===== src/rtc_pkg.sv =====
// Purpose: constants and types for the calendar clock block
// Assumes: oscillator arrives as a raw pin level sampled on clock
// Notes:   all time fields are two-digit bcd
//
// Contract
// - calendar spans one hundred years, last year 2099
// - count seconds through years, with leap day in February
// - all time and alarm fields bcd, hours 24-hour only
// - alarm matches at second, minute, hour, day or week granularity
// - periodic event every millisecond, second, minute, hour or day
// - alarm and periodic sources merge onto one interrupt line
// - timekeeping runs from 32.768 kHz oscillator, with calibration
// - processor writes synchronised into oscillator timing before effect
// - written value visible two oscillator cycles after the write
// - writes ignored while oscillator disabled
// - own power-on reset initialises the block's registers
// - device reset pin does not touch the block's flops
// - counter and registers kept while core off, except control
// - wake request on alarm, periodic event or wake pin input
// - alarm or periodic event can be driven out on wake pin
// - scratch register keeps software values across device resets
// - direction bit: 0 active-high input, 1 active-low open-drain
package rtc_pkg;

  localparam logic [15:0] SEC_TICKS_M1 = 16'h7fff;
  localparam logic [5:0]  MS_WHOLE     = 6'h20;
  localparam logic [10:0] MS_FRAC      = 11'h300;
  localparam logic [10:0] MS_DEN       = 11'h3e8;

  localparam logic [3:0] ADDR_SEC     = 4'h0;
  localparam logic [3:0] ADDR_MIN     = 4'h1;
  localparam logic [3:0] ADDR_HOUR    = 4'h2;
  localparam logic [3:0] ADDR_WDAY    = 4'h3;
  localparam logic [3:0] ADDR_DATE    = 4'h4;
  localparam logic [3:0] ADDR_MONTH   = 4'h5;
  localparam logic [3:0] ADDR_YEAR    = 4'h6;
  localparam logic [3:0] ADDR_ALM_SEC = 4'h7;
  localparam logic [3:0] ADDR_ALM_MIN = 4'h8;
  localparam logic [3:0] ADDR_ALM_HR  = 4'h9;
  localparam logic [3:0] ADDR_ALM_DAT = 4'ha;
  localparam logic [3:0] ADDR_ALM_WDY = 4'hb;
  localparam logic [3:0] ADDR_CTRL    = 4'hc;
  localparam logic [3:0] ADDR_MODE    = 4'hd;
  localparam logic [3:0] ADDR_CALIB   = 4'he;
  localparam logic [3:0] ADDR_SCRATCH = 4'hf;

  localparam int CTRL_ALM_EN   = 0;
  localparam int CTRL_PER_EN   = 1;
  localparam int CTRL_WAKE_OUT = 2;
  localparam int CTRL_WAKE_DIR = 3;

  localparam logic [7:0] BCD_ZERO  = 8'h00;
  localparam logic [7:0] BCD_ONE   = 8'h01;
  localparam logic [7:0] SEC_MAX   = 8'h59;
  localparam logic [7:0] HOUR_MAX  = 8'h23;
  localparam logic [7:0] WDAY_MAX  = 8'h07;
  localparam logic [7:0] MONTH_MAX = 8'h12;
  localparam logic [7:0] YEAR_MAX  = 8'h99;
  localparam logic [7:0] FEB       = 8'h02;
  localparam logic [7:0] CTRL_RST  = 8'h00;

  typedef struct packed {
    logic [7:0] year;
    logic [7:0] month;
    logic [7:0] date;
    logic [7:0] wday;
    logic [7:0] hour;
    logic [7:0] min;
    logic [7:0] sec;
  } rtc_time_t;

  typedef struct packed {
    logic       valid;
    logic [3:0] addr;
    logic [7:0] data;
  } rtc_wr_t;

  typedef enum logic [2:0] {
    WR_IDLE  = 3'b001,
    WR_WAIT  = 3'b010,
    WR_APPLY = 3'b100
  } rtc_wr_state_t;

  typedef enum logic [2:0] {
    ALM_SEC  = 3'h0,
    ALM_MIN  = 3'h1,
    ALM_HOUR = 3'h2,
    ALM_DAY  = 3'h3,
    ALM_WEEK = 3'h4
  } rtc_alarm_mode_t;

  typedef enum logic [2:0] {
    PER_MS   = 3'h0,
    PER_SEC  = 3'h1,
    PER_MIN  = 3'h2,
    PER_HOUR = 3'h3,
    PER_DAY  = 3'h4
  } rtc_period_t;

endpackage


===== src/rtc_calendar.sv =====
// Purpose: bcd calendar clock with alarm, periodic event and wake pin
// Assumes: rstn is the block's own power-on reset, not the device reset
// Notes:   writes go through one pending slot; wrBusy refuses new ones
module rtc_calendar
  import rtc_pkg::*;
(
  input  wire logic clock,
  input  wire logic rstn,
  input  wire logic oscPin,
  input  wire logic oscEnable,
  input  wire logic corePowerGood,
  input  wire rtc_wr_t wr,
  input  wire logic clrAlarm,
  input  wire logic clrPeriodic,
  input  wire logic wakePinIn,
  output rtc_time_t timeNow,
  output logic [7:0] scratch,
  output logic wrBusy,
  output logic alarmFlag,
  output logic periodicFlag,
  output logic irq,
  output logic wakePinOut,
  output logic wakePinOeN,
  output logic wakeRequest
);

  rtc_time_t     alarm;
  rtc_wr_state_t wrState;
  logic [3:0]    pendAddr;
  logic [7:0]    pendData;
  logic          pendEdgeSeen;
  logic [7:0]    ctrl;
  logic [7:0]    mode;
  logic [7:0]    calib;
  logic          oscMeta;
  logic          oscSync;
  logic          oscPrev;
  logic          wakeMeta;
  logic          wakeSync;
  logic [15:0]   divCount;
  logic [5:0]    msCount;
  logic [10:0]   msAcc;
  logic          msLong;
  logic          secTick;
  logic          msTick;
  logic          secTickD;
  logic          rollMinD;
  logic          rollHourD;
  logic          rollDateD;

  logic        oscEdge;
  logic        applyWrite;
  logic [15:0] periodM1;
  logic [10:0] msAccSum;
  logic [7:0]  lastDay;
  logic        rollSec;
  logic        rollMin;
  logic        rollHour;
  logic        rollDate;
  logic        rollMonth;
  logic        alarmMatch;
  logic        periodHit;
  logic        wakeEvent;

  function automatic logic [7:0] bcdInc(input logic [7:0] v);
    if (v[3:0] == 4'h9) begin
      bcdInc = {v[7:4] + 4'h1, 4'h0};
    end else begin
      bcdInc = {v[7:4], v[3:0] + 4'h1};
    end
  endfunction

  // years 00..99 stand for 2000..2099, so every fourth year is leap
  function automatic logic [7:0] monthEnd(input logic [7:0] m,
                                          input logic [7:0] y);
    logic [1:0] yMod4;
    yMod4 = {y[4], 1'b0} + y[1:0];
    if (m == FEB) begin
      monthEnd = (yMod4 == 2'h0) ? 8'h29 : 8'h28;
    end else if (m == 8'h04 || m == 8'h06 || m == 8'h09 || m == 8'h11) begin
      monthEnd = 8'h30;
    end else begin
      monthEnd = 8'h31;
    end
  endfunction

  // oscillator and wake pin are foreign levels: two flops first
  always_ff @(posedge clock) begin
    if (!rstn) begin
      oscMeta  <= 1'b0;
      oscSync  <= 1'b0;
      oscPrev  <= 1'b0;
      wakeMeta <= 1'b0;
      wakeSync <= 1'b0;
    end else begin
      oscMeta  <= oscPin;
      oscSync  <= oscMeta;
      oscPrev  <= oscSync;
      wakeMeta <= wakePinIn;
      wakeSync <= wakeMeta;
    end
  end

  assign oscEdge    = oscSync & ~oscPrev & oscEnable;
  assign applyWrite = (wrState == WR_APPLY);

  // write slot: held until two oscillator edges have passed
  always_ff @(posedge clock) begin
    if (!rstn) begin
      wrState      <= WR_IDLE;
      pendAddr     <= 4'h0;
      pendData     <= 8'h00;
      pendEdgeSeen <= 1'b0;
      wrBusy       <= 1'b0;
    end else begin
      unique case (wrState)
        WR_IDLE: begin
          if (wr.valid && oscEnable) begin
            wrState      <= WR_WAIT;
            pendAddr     <= wr.addr;
            pendData     <= wr.data;
            pendEdgeSeen <= 1'b0;
            wrBusy       <= 1'b1;
          end
        end
        WR_WAIT: begin
          if (!oscEnable) begin
            wrState <= WR_IDLE;
            wrBusy  <= 1'b0;
          end else if (oscEdge) begin
            pendEdgeSeen <= 1'b1;
            if (pendEdgeSeen) begin
              wrState <= WR_APPLY;
            end
          end
        end
        WR_APPLY: begin
          wrState <= WR_IDLE;
          wrBusy  <= 1'b0;
        end
      endcase
    end
  end

  // calibration stretches or shortens the second by whole cycles
  assign periodM1 = SEC_TICKS_M1 + {{8{calib[7]}}, calib};

  always_ff @(posedge clock) begin
    if (!rstn) begin
      divCount <= 16'h0000;
      secTick  <= 1'b0;
    end else begin
      secTick <= 1'b0;
      if (applyWrite && pendAddr == ADDR_SEC) begin
        divCount <= 16'h0000;
      end else if (oscEdge) begin
        if (divCount >= periodM1) begin
          divCount <= 16'h0000;
          secTick  <= 1'b1;
        end else begin
          divCount <= divCount + 16'h0001;
        end
      end
    end
  end

  // ms of 32 or 33 cycles averages 32.768; realigned every second
  assign msAccSum = msAcc + MS_FRAC;

  always_ff @(posedge clock) begin
    if (!rstn) begin
      msCount <= 6'h00;
      msAcc   <= 11'h000;
      msLong  <= 1'b0;
      msTick  <= 1'b0;
    end else begin
      msTick <= 1'b0;
      if (secTick) begin
        msCount <= 6'h00;
        msAcc   <= 11'h000;
        msLong  <= 1'b0;
      end else if (oscEdge) begin
        if (msCount == MS_WHOLE - 6'h01 + {5'h00, msLong}) begin
          msCount <= 6'h00;
          msTick  <= 1'b1;
          if (msAccSum >= MS_DEN) begin
            msAcc  <= msAccSum - MS_DEN;
            msLong <= 1'b1;
          end else begin
            msAcc  <= msAccSum;
            msLong <= 1'b0;
          end
        end else begin
          msCount <= msCount + 6'h01;
        end
      end
    end
  end

  assign lastDay   = monthEnd(timeNow.month, timeNow.year);
  assign rollSec   = secTick & (timeNow.sec == SEC_MAX);
  assign rollMin   = rollSec & (timeNow.min == SEC_MAX);
  assign rollHour  = rollMin & (timeNow.hour == HOUR_MAX);
  assign rollDate  = rollHour & (timeNow.date >= lastDay);
  assign rollMonth = rollDate & (timeNow.month == MONTH_MAX);

  // a write to a field wins over the tick on that field only
  always_ff @(posedge clock) begin
    if (!rstn) begin
      timeNow.sec   <= BCD_ZERO;
      timeNow.min   <= BCD_ZERO;
      timeNow.hour  <= BCD_ZERO;
      timeNow.wday  <= BCD_ONE;
      timeNow.date  <= BCD_ONE;
      timeNow.month <= BCD_ONE;
      timeNow.year  <= BCD_ZERO;
    end else begin
      if (applyWrite && pendAddr == ADDR_SEC) begin
        timeNow.sec <= pendData;
      end else if (secTick) begin
        timeNow.sec <= rollSec ? BCD_ZERO : bcdInc(timeNow.sec);
      end
      if (applyWrite && pendAddr == ADDR_MIN) begin
        timeNow.min <= pendData;
      end else if (rollSec) begin
        timeNow.min <= rollMin ? BCD_ZERO : bcdInc(timeNow.min);
      end
      if (applyWrite && pendAddr == ADDR_HOUR) begin
        timeNow.hour <= pendData;
      end else if (rollMin) begin
        timeNow.hour <= rollHour ? BCD_ZERO : bcdInc(timeNow.hour);
      end
      if (applyWrite && pendAddr == ADDR_WDAY) begin
        timeNow.wday <= pendData;
      end else if (rollHour) begin
        timeNow.wday <= (timeNow.wday == WDAY_MAX) ? BCD_ONE
                                                   : bcdInc(timeNow.wday);
      end
      if (applyWrite && pendAddr == ADDR_DATE) begin
        timeNow.date <= pendData;
      end else if (rollHour) begin
        timeNow.date <= rollDate ? BCD_ONE : bcdInc(timeNow.date);
      end
      if (applyWrite && pendAddr == ADDR_MONTH) begin
        timeNow.month <= pendData;
      end else if (rollDate) begin
        timeNow.month <= rollMonth ? BCD_ONE : bcdInc(timeNow.month);
      end
      if (applyWrite && pendAddr == ADDR_YEAR) begin
        timeNow.year <= pendData;
      end else if (rollMonth) begin
        timeNow.year <= (timeNow.year == YEAR_MAX) ? BCD_ZERO
                                                   : bcdInc(timeNow.year);
      end
    end
  end

  // alarm, calibration, mode and scratch live through core power-off
  always_ff @(posedge clock) begin
    if (!rstn) begin
      alarm   <= '0;
      mode    <= 8'h00;
      calib   <= 8'h00;
      scratch <= 8'h00;
    end else if (applyWrite) begin
      unique case (pendAddr)
        ADDR_ALM_SEC: alarm.sec  <= pendData;
        ADDR_ALM_MIN: alarm.min  <= pendData;
        ADDR_ALM_HR:  alarm.hour <= pendData;
        ADDR_ALM_DAT: alarm.date <= pendData;
        ADDR_ALM_WDY: alarm.wday <= pendData;
        ADDR_MODE:    mode       <= pendData;
        ADDR_CALIB:   calib      <= pendData;
        ADDR_SCRATCH: scratch    <= pendData;
        default: ;
      endcase
    end
  end

  // control drops to its reset value whenever core power is gone
  always_ff @(posedge clock) begin
    if (!rstn || !corePowerGood) begin
      ctrl <= CTRL_RST;
    end else if (applyWrite && pendAddr == ADDR_CTRL) begin
      ctrl <= pendData;
    end
  end

  // roll pulses delayed so compares see the updated time
  always_ff @(posedge clock) begin
    if (!rstn) begin
      secTickD  <= 1'b0;
      rollMinD  <= 1'b0;
      rollHourD <= 1'b0;
      rollDateD <= 1'b0;
    end else begin
      secTickD  <= secTick;
      rollMinD  <= rollSec;
      rollHourD <= rollMin;
      rollDateD <= rollHour;
    end
  end

  always_comb begin
    alarmMatch = 1'b0;
    unique case (rtc_alarm_mode_t'(mode[2:0]))
      ALM_SEC:  alarmMatch = (timeNow.sec == alarm.sec);
      ALM_MIN:  alarmMatch = (timeNow.sec == alarm.sec)
                           && (timeNow.min == alarm.min);
      ALM_HOUR: alarmMatch = (timeNow.sec == alarm.sec)
                           && (timeNow.min == alarm.min)
                           && (timeNow.hour == alarm.hour);
      ALM_DAY:  alarmMatch = (timeNow.sec == alarm.sec)
                           && (timeNow.min == alarm.min)
                           && (timeNow.hour == alarm.hour)
                           && (timeNow.date == alarm.date);
      ALM_WEEK: alarmMatch = (timeNow.sec == alarm.sec)
                           && (timeNow.min == alarm.min)
                           && (timeNow.hour == alarm.hour)
                           && (timeNow.wday == alarm.wday);
      default:  alarmMatch = 1'b0;
    endcase
  end

  always_comb begin
    periodHit = 1'b0;
    unique case (rtc_period_t'(mode[6:4]))
      PER_MS:   periodHit = msTick;
      PER_SEC:  periodHit = secTickD;
      PER_MIN:  periodHit = rollMinD;
      PER_HOUR: periodHit = rollHourD;
      PER_DAY:  periodHit = rollDateD;
      default:  periodHit = 1'b0;
    endcase
  end

  // sticky flags: a new event wins over a clear in the same cycle
  always_ff @(posedge clock) begin
    if (!rstn) begin
      alarmFlag    <= 1'b0;
      periodicFlag <= 1'b0;
    end else begin
      alarmFlag    <= (secTickD & alarmMatch) | (alarmFlag & ~clrAlarm);
      periodicFlag <= periodHit | (periodicFlag & ~clrPeriodic);
    end
  end

  assign wakeEvent = (alarmFlag & ctrl[CTRL_ALM_EN])
                   | (periodicFlag & ctrl[CTRL_PER_EN]);

  always_ff @(posedge clock) begin
    if (!rstn) begin
      irq <= 1'b0;
    end else begin
      irq <= wakeEvent;
    end
  end

  // open drain: only ever pulls low, never drives high
  always_ff @(posedge clock) begin
    if (!rstn) begin
      wakePinOut  <= 1'b0;
      wakePinOeN  <= 1'b1;
      wakeRequest <= 1'b0;
    end else begin
      wakePinOut  <= 1'b0;
      wakePinOeN  <= ~(ctrl[CTRL_WAKE_DIR] & ctrl[CTRL_WAKE_OUT]
                       & wakeEvent);
      // pin wake only counts in input mode; pulse must span a clock cycle
      wakeRequest <= wakeEvent
                   | (~ctrl[CTRL_WAKE_DIR] & wakeSync);
    end
  end

endmodule


===== config.mk =====
export PLATFORM = sky130hd
export DESIGN_NAME = rtc_calendar
export DESIGN_NICKNAME = d
export VERILOG_FILES = /design/src/rtc_pkg.sv /design/src/rtc_calendar.sv
export SDC_FILE = /design/constraint.sdc
export NUM_CORES = 1
export LEC_CHECK = 0
export BUFFER_PORTS_ARGS = -buffer_cell sky130_fd_sc_hd__clkbuf_2
export CAP_MARGIN = 25
export CORE_MARGIN = 1
export CORE_UTILIZATION = 50
export CTS_CLUSTER_SIZE = 20
export DETAILED_ROUTE_END_ITERATION = 8
export PLACE_DENSITY_LB_ADDON = 0.15
export SYNTH_ARGS = -nofsm -noshare
export SYNTH_HDL_FRONTEND = slang
export SYNTH_SLANG_ARGS = --single-unit

===== constraint.sdc =====
create_clock -name clock -period 4.8 [get_ports clock]
set_clock_uncertainty 0.2 [all_clocks]
set_input_delay 1.2 -clock clock [delete_from_list [all_inputs] [get_ports clock]]
set_output_delay 1.2 -clock clock [all_outputs]
set_load 0.01 [all_outputs]

==> impl_metrics.toml, run 1 <==
[placed_design]
dpl.hpwl_mm = 16.66
dp.cells = 1391
io_buffers = 90
gp_congestion = 0.8019
dpl_worst_slack_ns = 1.158

[synth]
synth_seq_cells = 186
synthArstFlopShare_pct = 0
synth_top_area_cell = "dfxtp_1"
avgSynthCellArea_um2 = 8.516
yosysWarnings = 0
mappedNetlistArea_um2 = 9563
ys_seq_area_share_pct = 38.94
synth_ff_type = "dfxtp_1"
synth_edf_count = 0
synthDistinctLibCells = 72
synth_nets = 1189
syn-instance-count = 1123
synthDominantCellAreaShare_pct = 38.94
synth_area_leaders = "dfxtp_1 (39%), mux2i_1 (7.0%), ha_1 (5.9%)"

[cts]
clock_latency_ns = 0.44
numCtsBuffers = 17
cts_resized = 0
path_clk_slew_ns = 0.07
root_buffer = "clkbuf_16"
cts_tree = "yes"
h-tree-depth = 4
ctsHoldBuffers = 0
cts_setup_buffers = 0
cts_buffer_depth = 2
cts.sinks = 186

[sta]
tns_ns = 0
hold_ws_ns = 0.2096
maxSlewViolCount = 0
period_minus_slack_ns = 3.692
slew_headroom_pct = 26.44
hold_viol_final = 0
period_share_pct = 76.92
grt_setup_unrepaired = "false"
setup_ws_ns = 1.108
max_freq_mhz = 270.8
worst_pin_slew_ns = 1.101
setup-violations-final = 0

[global_route]
gr-usage-all-layers_pct = 25.52
grt-ovfl-total = 0
grt_pass1_vias = 7261
grt_pass1_wl_mm = 39.25
grt_max_degree = 45
antenna_found_initial = 0

[cells_and_area]
layout-drive-gt1-share_pct = 12.11
final_cells = 1423
fin_util_pct = 57.52
diodes = 0
seq_area_um2 = 3724
multiInputGateArea_um2 = 5454
area_growth_pct = 12.51
nets = 1242
fill_cells = 1758

[drt]
drc = 0
postRouteAntennaNets = 0
dr.pass1.iters = 5
vias = 8197
post_drt_via_cell_ratio = 5.760
wire_per_inst_um = 17.39
finalWirelength_mm = 24.74
initialDrtViolationCount = 611

[hold_path]
worstHoldStart = "ctrl[2]$_SDFFE_PP0P_"
holdPathEnd = "wakePinOeN$_SDFF_PN1_"
hp-class = "register to register"
min_path_cells = 1

[worst_setup_path]
cp.required_ns = 4.96
start_kind = "register"
cpPeakStageDelay_ns = 0.60
path_common_cell = "or4_1"
worstSetupEndpointType = "register"
slowest_stage = "or4b_2"
worstPathArrival_ns = 3.85
r2r-start = "timeNow[40]$_SDFFE_PN1P_"
cp.buffers_inverters = 0
regToRegSetupSlack_ns = 1.11
critical_path_class = "register to register"
path_delay_family = "simple AND/OR/NAND/NOR gates"
worst-path-max-fanout = 12
reg2reg_depth = 11
worstReg2RegEnd = "timeNow[34]$_SDFFE_PN0P_"
path_cells = "nor4_1, nand3_1, nor3_1, or4_1, ha_1, or4b_2, a21oi_1, o21a_1, nand2_1, or4_1, a31oi_1"

[floorplanning]
io_pins = 92
coreArea_um2 = 18710
dieArea_um2 = 19680
rows = 50
floorplan.initialDensity_pct = 51.12
die_h_um = 140.3
dieWidth_um = 140.3

[power_and_ir_drop]
pwr_density_cell_nw_per_um2 = 305.6
peakVddDrop_mv = 0.2386
leakagePower_nw = 4.465

[job]
maxCapViolations = 0

[run_status]
status = "finished clean"
-- layout make-up --
class	instances	area share, %
sequential	186	34.61
clock inverter	11	2.023
timing repair buffer	98	4.745
multi-input combinational	844	50.69
inverter	29	1.023
tap	234	2.721
clock buffer	21	4.187
-- flip-flops by register name, indices dropped and copies added, names as in the netlist, 3 cells and up --
| signal | cells |
|---|---|
| pendData | 8 |
| msCount | 6 |
| wrState | 3 |
| calib | 8 |
| mode | 6 |
| msAcc | 8 |
| alarm | 40 |
| pendAddr | 4 |
| scratch | 8 |
| timeNow | 56 |
| divCount | 16 |
| ctrl | 4 |
-- per-layer routing --
layer / GRT usage [%] / vias to the layer above / wire length [um]
met5: 0 / - / 0
met4: 9.717 / 0 / 581
met3: 3.897 / 42 / 1059
met2: 39.37 / 200 / 11160
met1: 35.86 / 3889 / 11940
li1: - / 4066 / -
-- worst max-delay path by stage --
| stage | from | slack [ns] | to | cells after the start |
|---|---|---|---|---|
| after floorplan | timeNow[40]$_SDFFE_PN1P_ | 1.30 | timeNow[34]$_SDFFE_PN0P_ | 12 |
| after global placement | timeNow[44]$_SDFFE_PN0P_ | 1.22 | timeNow[34]$_SDFFE_PN0P_ | 12 |
| after detailed placement | timeNow[40]$_SDFFE_PN1P_ | 1.16 | timeNow[34]$_SDFFE_PN0P_ | 11 |
| after CTS | timeNow[40]$_SDFFE_PN1P_ | 1.13 | timeNow[34]$_SDFFE_PN0P_ | 11 |
| after global routing | timeNow[40]$_SDFFE_PN1P_ | 0.81 | timeNow[50]$_SDFFE_PN0P_ | 12 |
| final | timeNow[40]$_SDFFE_PN1P_ | 1.11 | timeNow[34]$_SDFFE_PN0P_ | 11 |
-- cell usage after synthesis, types with 2 or more instances --
| library cell | count |
|---|---|
| dfxtp_1 | 186 |
| a311oi_1 | 3 |
| and3b_1 | 3 |
| nor2_1 | 126 |
| buf_6 | 2 |
| nand2_1 | 93 |
| buf_2 | 5 |
| nand3_1 | 59 |
| or3_1 | 10 |
| a21o_1 | 3 |
| nor2b_1 | 15 |
| nor3b_1 | 6 |
| xor2_1 | 52 |
| a221oi_1 | 5 |
| nand2b_1 | 10 |
| ha_1 | 45 |
| mux2i_1 | 67 |
| xnor2_1 | 37 |
| nand3b_1 | 2 |
| and4b_1 | 2 |
| a21oi_1 | 70 |
| o21a_1 | 5 |
| nand4_1 | 19 |
| a31oi_1 | 18 |
| o22ai_1 | 4 |
| buf_4 | 4 |
| and3_1 | 11 |
| inv_1 | 27 |
| a211oi_1 | 17 |
| o211ai_1 | 8 |
| or4_1 | 7 |
| o21ai_0 | 50 |
| buf_1 | 7 |
| nor4_1 | 11 |
| nor4bb_1 | 2 |
| a22oi_1 | 3 |
| clkbuf_1 | 46 |
| nand4b_1 | 2 |
| and2_1 | 8 |
| nor3_1 | 41 |
-- power by group --
group	switching (mW)	internal [mW]	leakage [nW]
registers	0.0376	1.55	1.50
logic	0.0588	0.0327	2.65
clock network	0.612	0.992	0.317
-- cells in the final DEF (no fill, tap or decap), types with 4 or more instances in the layout --
cell / netlist / routed
dfxtp_1: 186 / 186
nor2_1: 126 / 126
nand2_1: 93 / 93
clkbuf_2: 0 / 90
a21oi_1: 70 / 70
mux2i_1: 67 / 67
nand3_1: 59 / 59
xor2_1: 52 / 52
o21ai_0: 50 / 50
ha_1: 45 / 45
nor3_1: 41 / 41
xnor2_1: 37 / 37
inv_1: 27 / 27
nand4_1: 19 / 19
a31oi_1: 18 / 18
a211oi_1: 17 / 17
clkbuf_16: 0 / 17
nor2b_1: 15 / 15
nor4_1: 11 / 11
and3_1: 11 / 11
nand2b_1: 10 / 10
or3_1: 10 / 10
and2_1: 8 / 8
o211ai_1: 8 / 8
buf_4: 4 / 8
or4_1: 7 / 7
nor3b_1: 6 / 6
bufinv_16: 0 / 6
o21a_1: 5 / 5
a221oi_1: 5 / 5
o22ai_1: 4 / 4
-- worst reg2reg max path, stage by stage, from the launching register on --
cell     delay (ns)
dfxtp_1        0.42
nor4_1         0.48
nand3_1        0.23
nor3_1         0.19
or4_1          0.13
ha_1           0.21
or4b_2         0.60
a21oi_1        0.19
o21a_1         0.20
nand2_1        0.10
or4_1          0.48
a31oi_1        0.19
-- through the flow --
step | total power [mW] | area [um^2]
finish | 3.288 | 10760
floorplan | 1.675 | 9563
global placement | 1.717 | 10090
detailed placement | 1.717 | 10090
CTS | 3.309 | 10760
global route | 3.377 | 10760
-- kinds of logic (layout without fill, tap and decap cells) --
family	Yosys count	in the layout	share of synthesized area [%]
other	1	1	0.03921
AND/OR/NAND/NOR	445	445	23.46
buffers and inverters	93	159	4.030
adder cells (fa/ha/maj)	45	45	5.888
multiplexers	69	69	7.366
XOR/XNOR	89	89	8.151
flip-flops	186	186	38.94
AO/OA/AOI/OAI	195	195	12.13
(Power assumes the default switching activity.)
==> run 2, diff against run 1 <==
Clock period 4.8 ns to 3.65 ns, I/O delays scaled along.
==> run 2 against run 1 <==
  * Routed wire length down 1.4%
  * First-iteration DRC count shrank 22%
  * Utilization is 0.094 points higher
  * Global-route usage is 0.12 points lower
  * Clock power grew 5%
  * Via count rose by 0.96%
  * Fmax grew 5.0%
==> impl_metrics.toml, run 2 (synthesized netlist as in run 1, its figures left out) <==
[run_status]
status = "finished clean"

[cells_and_area]
layout-drive-gt1-share_pct = 13.69
largest-register = "timeNow"
largest_register_ffs = 56
diodes = 0
largestRegisters = "timeNow x56, alarm x40, divCount x16"
fill_cells = 1694
final_common_cell = "dfxtp_1"
area_growth_pct = 12.69
nets = 1260
layout_common_cells = "dfxtp_1 (186), nor2_1 (126), nand2_1 (93)"

[cts]
cts_buffer_depth = 2
cts_tree = "yes"
root_buffer = "clkbuf_16"
cts.sinks = 186
clock_latency_ns = 0.43
ctsHoldBuffers = 0
cts_setup_buffers = 0
h-tree-depth = 4
numCtsBuffers = 17
path_clk_slew_ns = 0.07

[floorplanning]
rows = 50
dieArea_um2 = 19680
die_h_um = 140.3
dieWidth_um = 140.3
io_pins = 92
floorplan.initialDensity_pct = 51.12
coreArea_um2 = 18710

[sta]
period_minus_slack_ns = 3.515
worst_pin_slew_ns = 0.9820
hold_viol_final = 0
setup-violations-final = 0
tns_ns = 0
hold_ws_ns = 0.2133
maxSlewViolCount = 0
grt_setup_unrepaired = "false"
slew_headroom_pct = 34.45
period_share_pct = 96.31
max_freq_mhz = 284.5

[global_route]
busiest_layer = "met2"
grtUsageMet1_pct = 36.42
met3_usage_pct = 3.897
grt-ovfl-total = 0
grt_use_met2_pct = 39.39
grt_pass1_wl_mm = 39.48
grt_pass1_vias = 7373
gr-usage-all-layers_pct = 25.40
antenna_found_initial = 0
grt_max_degree = 108

[placed_design]
gp_congestion = 0.8259
dpl.hpwl_mm = 16.55
io_buffers = 90

[power_and_ir_drop]
pwr-share-comb_pct = 3.1
leakagePower_nw = 4.495
pwr_density_cell_nw_per_um2 = 361.6
p_sw_share_pct = 23.69
power_frac_clock_pct = 43.1
p_int_mw = 2.973
seqPwrFrac_pct = 53.7
p_sw_uw = 923.1
peakVddDrop_mv = 0.3045

[worst_setup_path]
regToRegSetupSlack_ns = 0.13
worstSetupEndpointType = "register"
critical_path_class = "register to register"
worstPathArrival_ns = 3.67
reg2reg_depth = 12
cp.required_ns = 3.80
worst-path-max-fanout = 4
worstReg2RegEnd = "timeNow[34]$_SDFFE_PN0P_"
start_kind = "register"
r2r-start = "timeNow[44]$_SDFFE_PN0P_"

[drt]
vias = 8276
finalWirelength_mm = 24.41
initialDrtViolationCount = 477
wire_per_inst_um = 16.96
postRouteAntennaNets = 0
dr.pass1.iters = 5
post_drt_via_cell_ratio = 5.751
drc = 0

[job]
maxCapViolations = 0

[hold_path]
holdPathEnd = "wakePinOeN$_SDFF_PN1_"
min_path_cells = 1
hp-class = "register to register"
worstHoldStart = "ctrl[2]$_SDFFE_PP0P_"
## run 2: cell count changes in the layout (fill, tap and decap cells not counted), moves of 2 or more
cell and delta:
buf_4 +17, o21ai_0 -2, o21ai_1 +2, bufinv_16 -6
ha_1 -2, inv_6 +2, clkinv_2 +2
## run 2: stage by stage
stage / power [mW] / std cells / worst slack (ns) / util (%) / area [um^2]
2_1_floorplan: 2.202 / 1123 / 0.1451 / - / 9563
3_3_place_gp: 2.259 / 1409 / 0.1288 / 54.74 / 10240
3_5_place_dp: 2.260 / 1409 / 0.02150 / 54.74 / 10240
4_1_cts: 3.921 / 1439 / 0.01899 / 57.51 / 10760
5_1_grt: 4.026 / 1439 / 0.002577 / 57.61 / 10780
6_report: 3.897 / 1439 / 0.1347 / 57.61 / 10780
## run 2: worst max-delay path by stage
stage,start,end
floorplan,timeNow[40]$_SDFFE_PN1P_,timeNow[34]$_SDFFE_PN0P_
global placement,timeNow[44]$_SDFFE_PN0P_,timeNow[36]$_SDFFE_PN0P_
detailed placement,timeNow[44]$_SDFFE_PN0P_,timeNow[36]$_SDFFE_PN0P_
CTS,timeNow[44]$_SDFFE_PN0P_,timeNow[36]$_SDFFE_PN0P_
global route,timeNow[44]$_SDFFE_PN0P_,timeNow[34]$_SDFFE_PN0P_
finish,timeNow[44]$_SDFFE_PN0P_,timeNow[34]$_SDFFE_PN0P_
## run 2: what timing repair did
item / 4_1_cts / 5_1_grt
endpoints found under the setup margin: 0 / 14
hold endpoints to repair: 0 / 0
gates resized for setup: 0 / 7
## run 2: layer usage
layer  vias to the layer above  routed length [um]
met4                         0                 401
li1                       4107                   -
met3                        27                1188
met1                      3915               12070
met5                         -                   0
met2                       227               10740
## run 2: layout make-up
| type | count | area [um^2] | area share, % |
|---|---|---|---|
| multi-input combinational | 844 | 5473 | 50.78 |
| sequential | 186 | 3724 | 34.55 |
| timing repair buffer | 116 | 658.1 | 6.107 |
| clock buffer | 20 | 446.7 | 4.145 |
| tap | 234 | 292.8 | 2.717 |
| inverter | 29 | 110.1 | 1.022 |
| clock inverter | 10 | 72.57 | 0.6734 |
## run 2: power groups by stage
| stage | Combinational (mW) | Sequential [mW] | Clock [mW] |
|---|---|---|---|
| floorplan | 0.100 | 2.10 | 0 |
| global placement | 0.121 | 2.14 | 0 |
| finish | 0.122 | 2.09 | 1.68 |
| detailed placement | 0.121 | 2.14 | 0 |
| global route | 0.133 | 2.10 | 1.80 |
| CTS | 0.122 | 2.09 | 1.71 |
## run 2: critical path, cell delays in order (launching register included)
cell and delay [ns]:
dfxtp_1 0.33, inv_1 0.12, ha_4 0.15, mux2_2 0.14, a32oi_1 0.08, or4_1 0.51, ha_1 0.28, or4b_2 0.63
a21oi_2 0.17, o21a_1 0.14, nand2_1 0.08, or4_1 0.47, a31oi_1 0.14
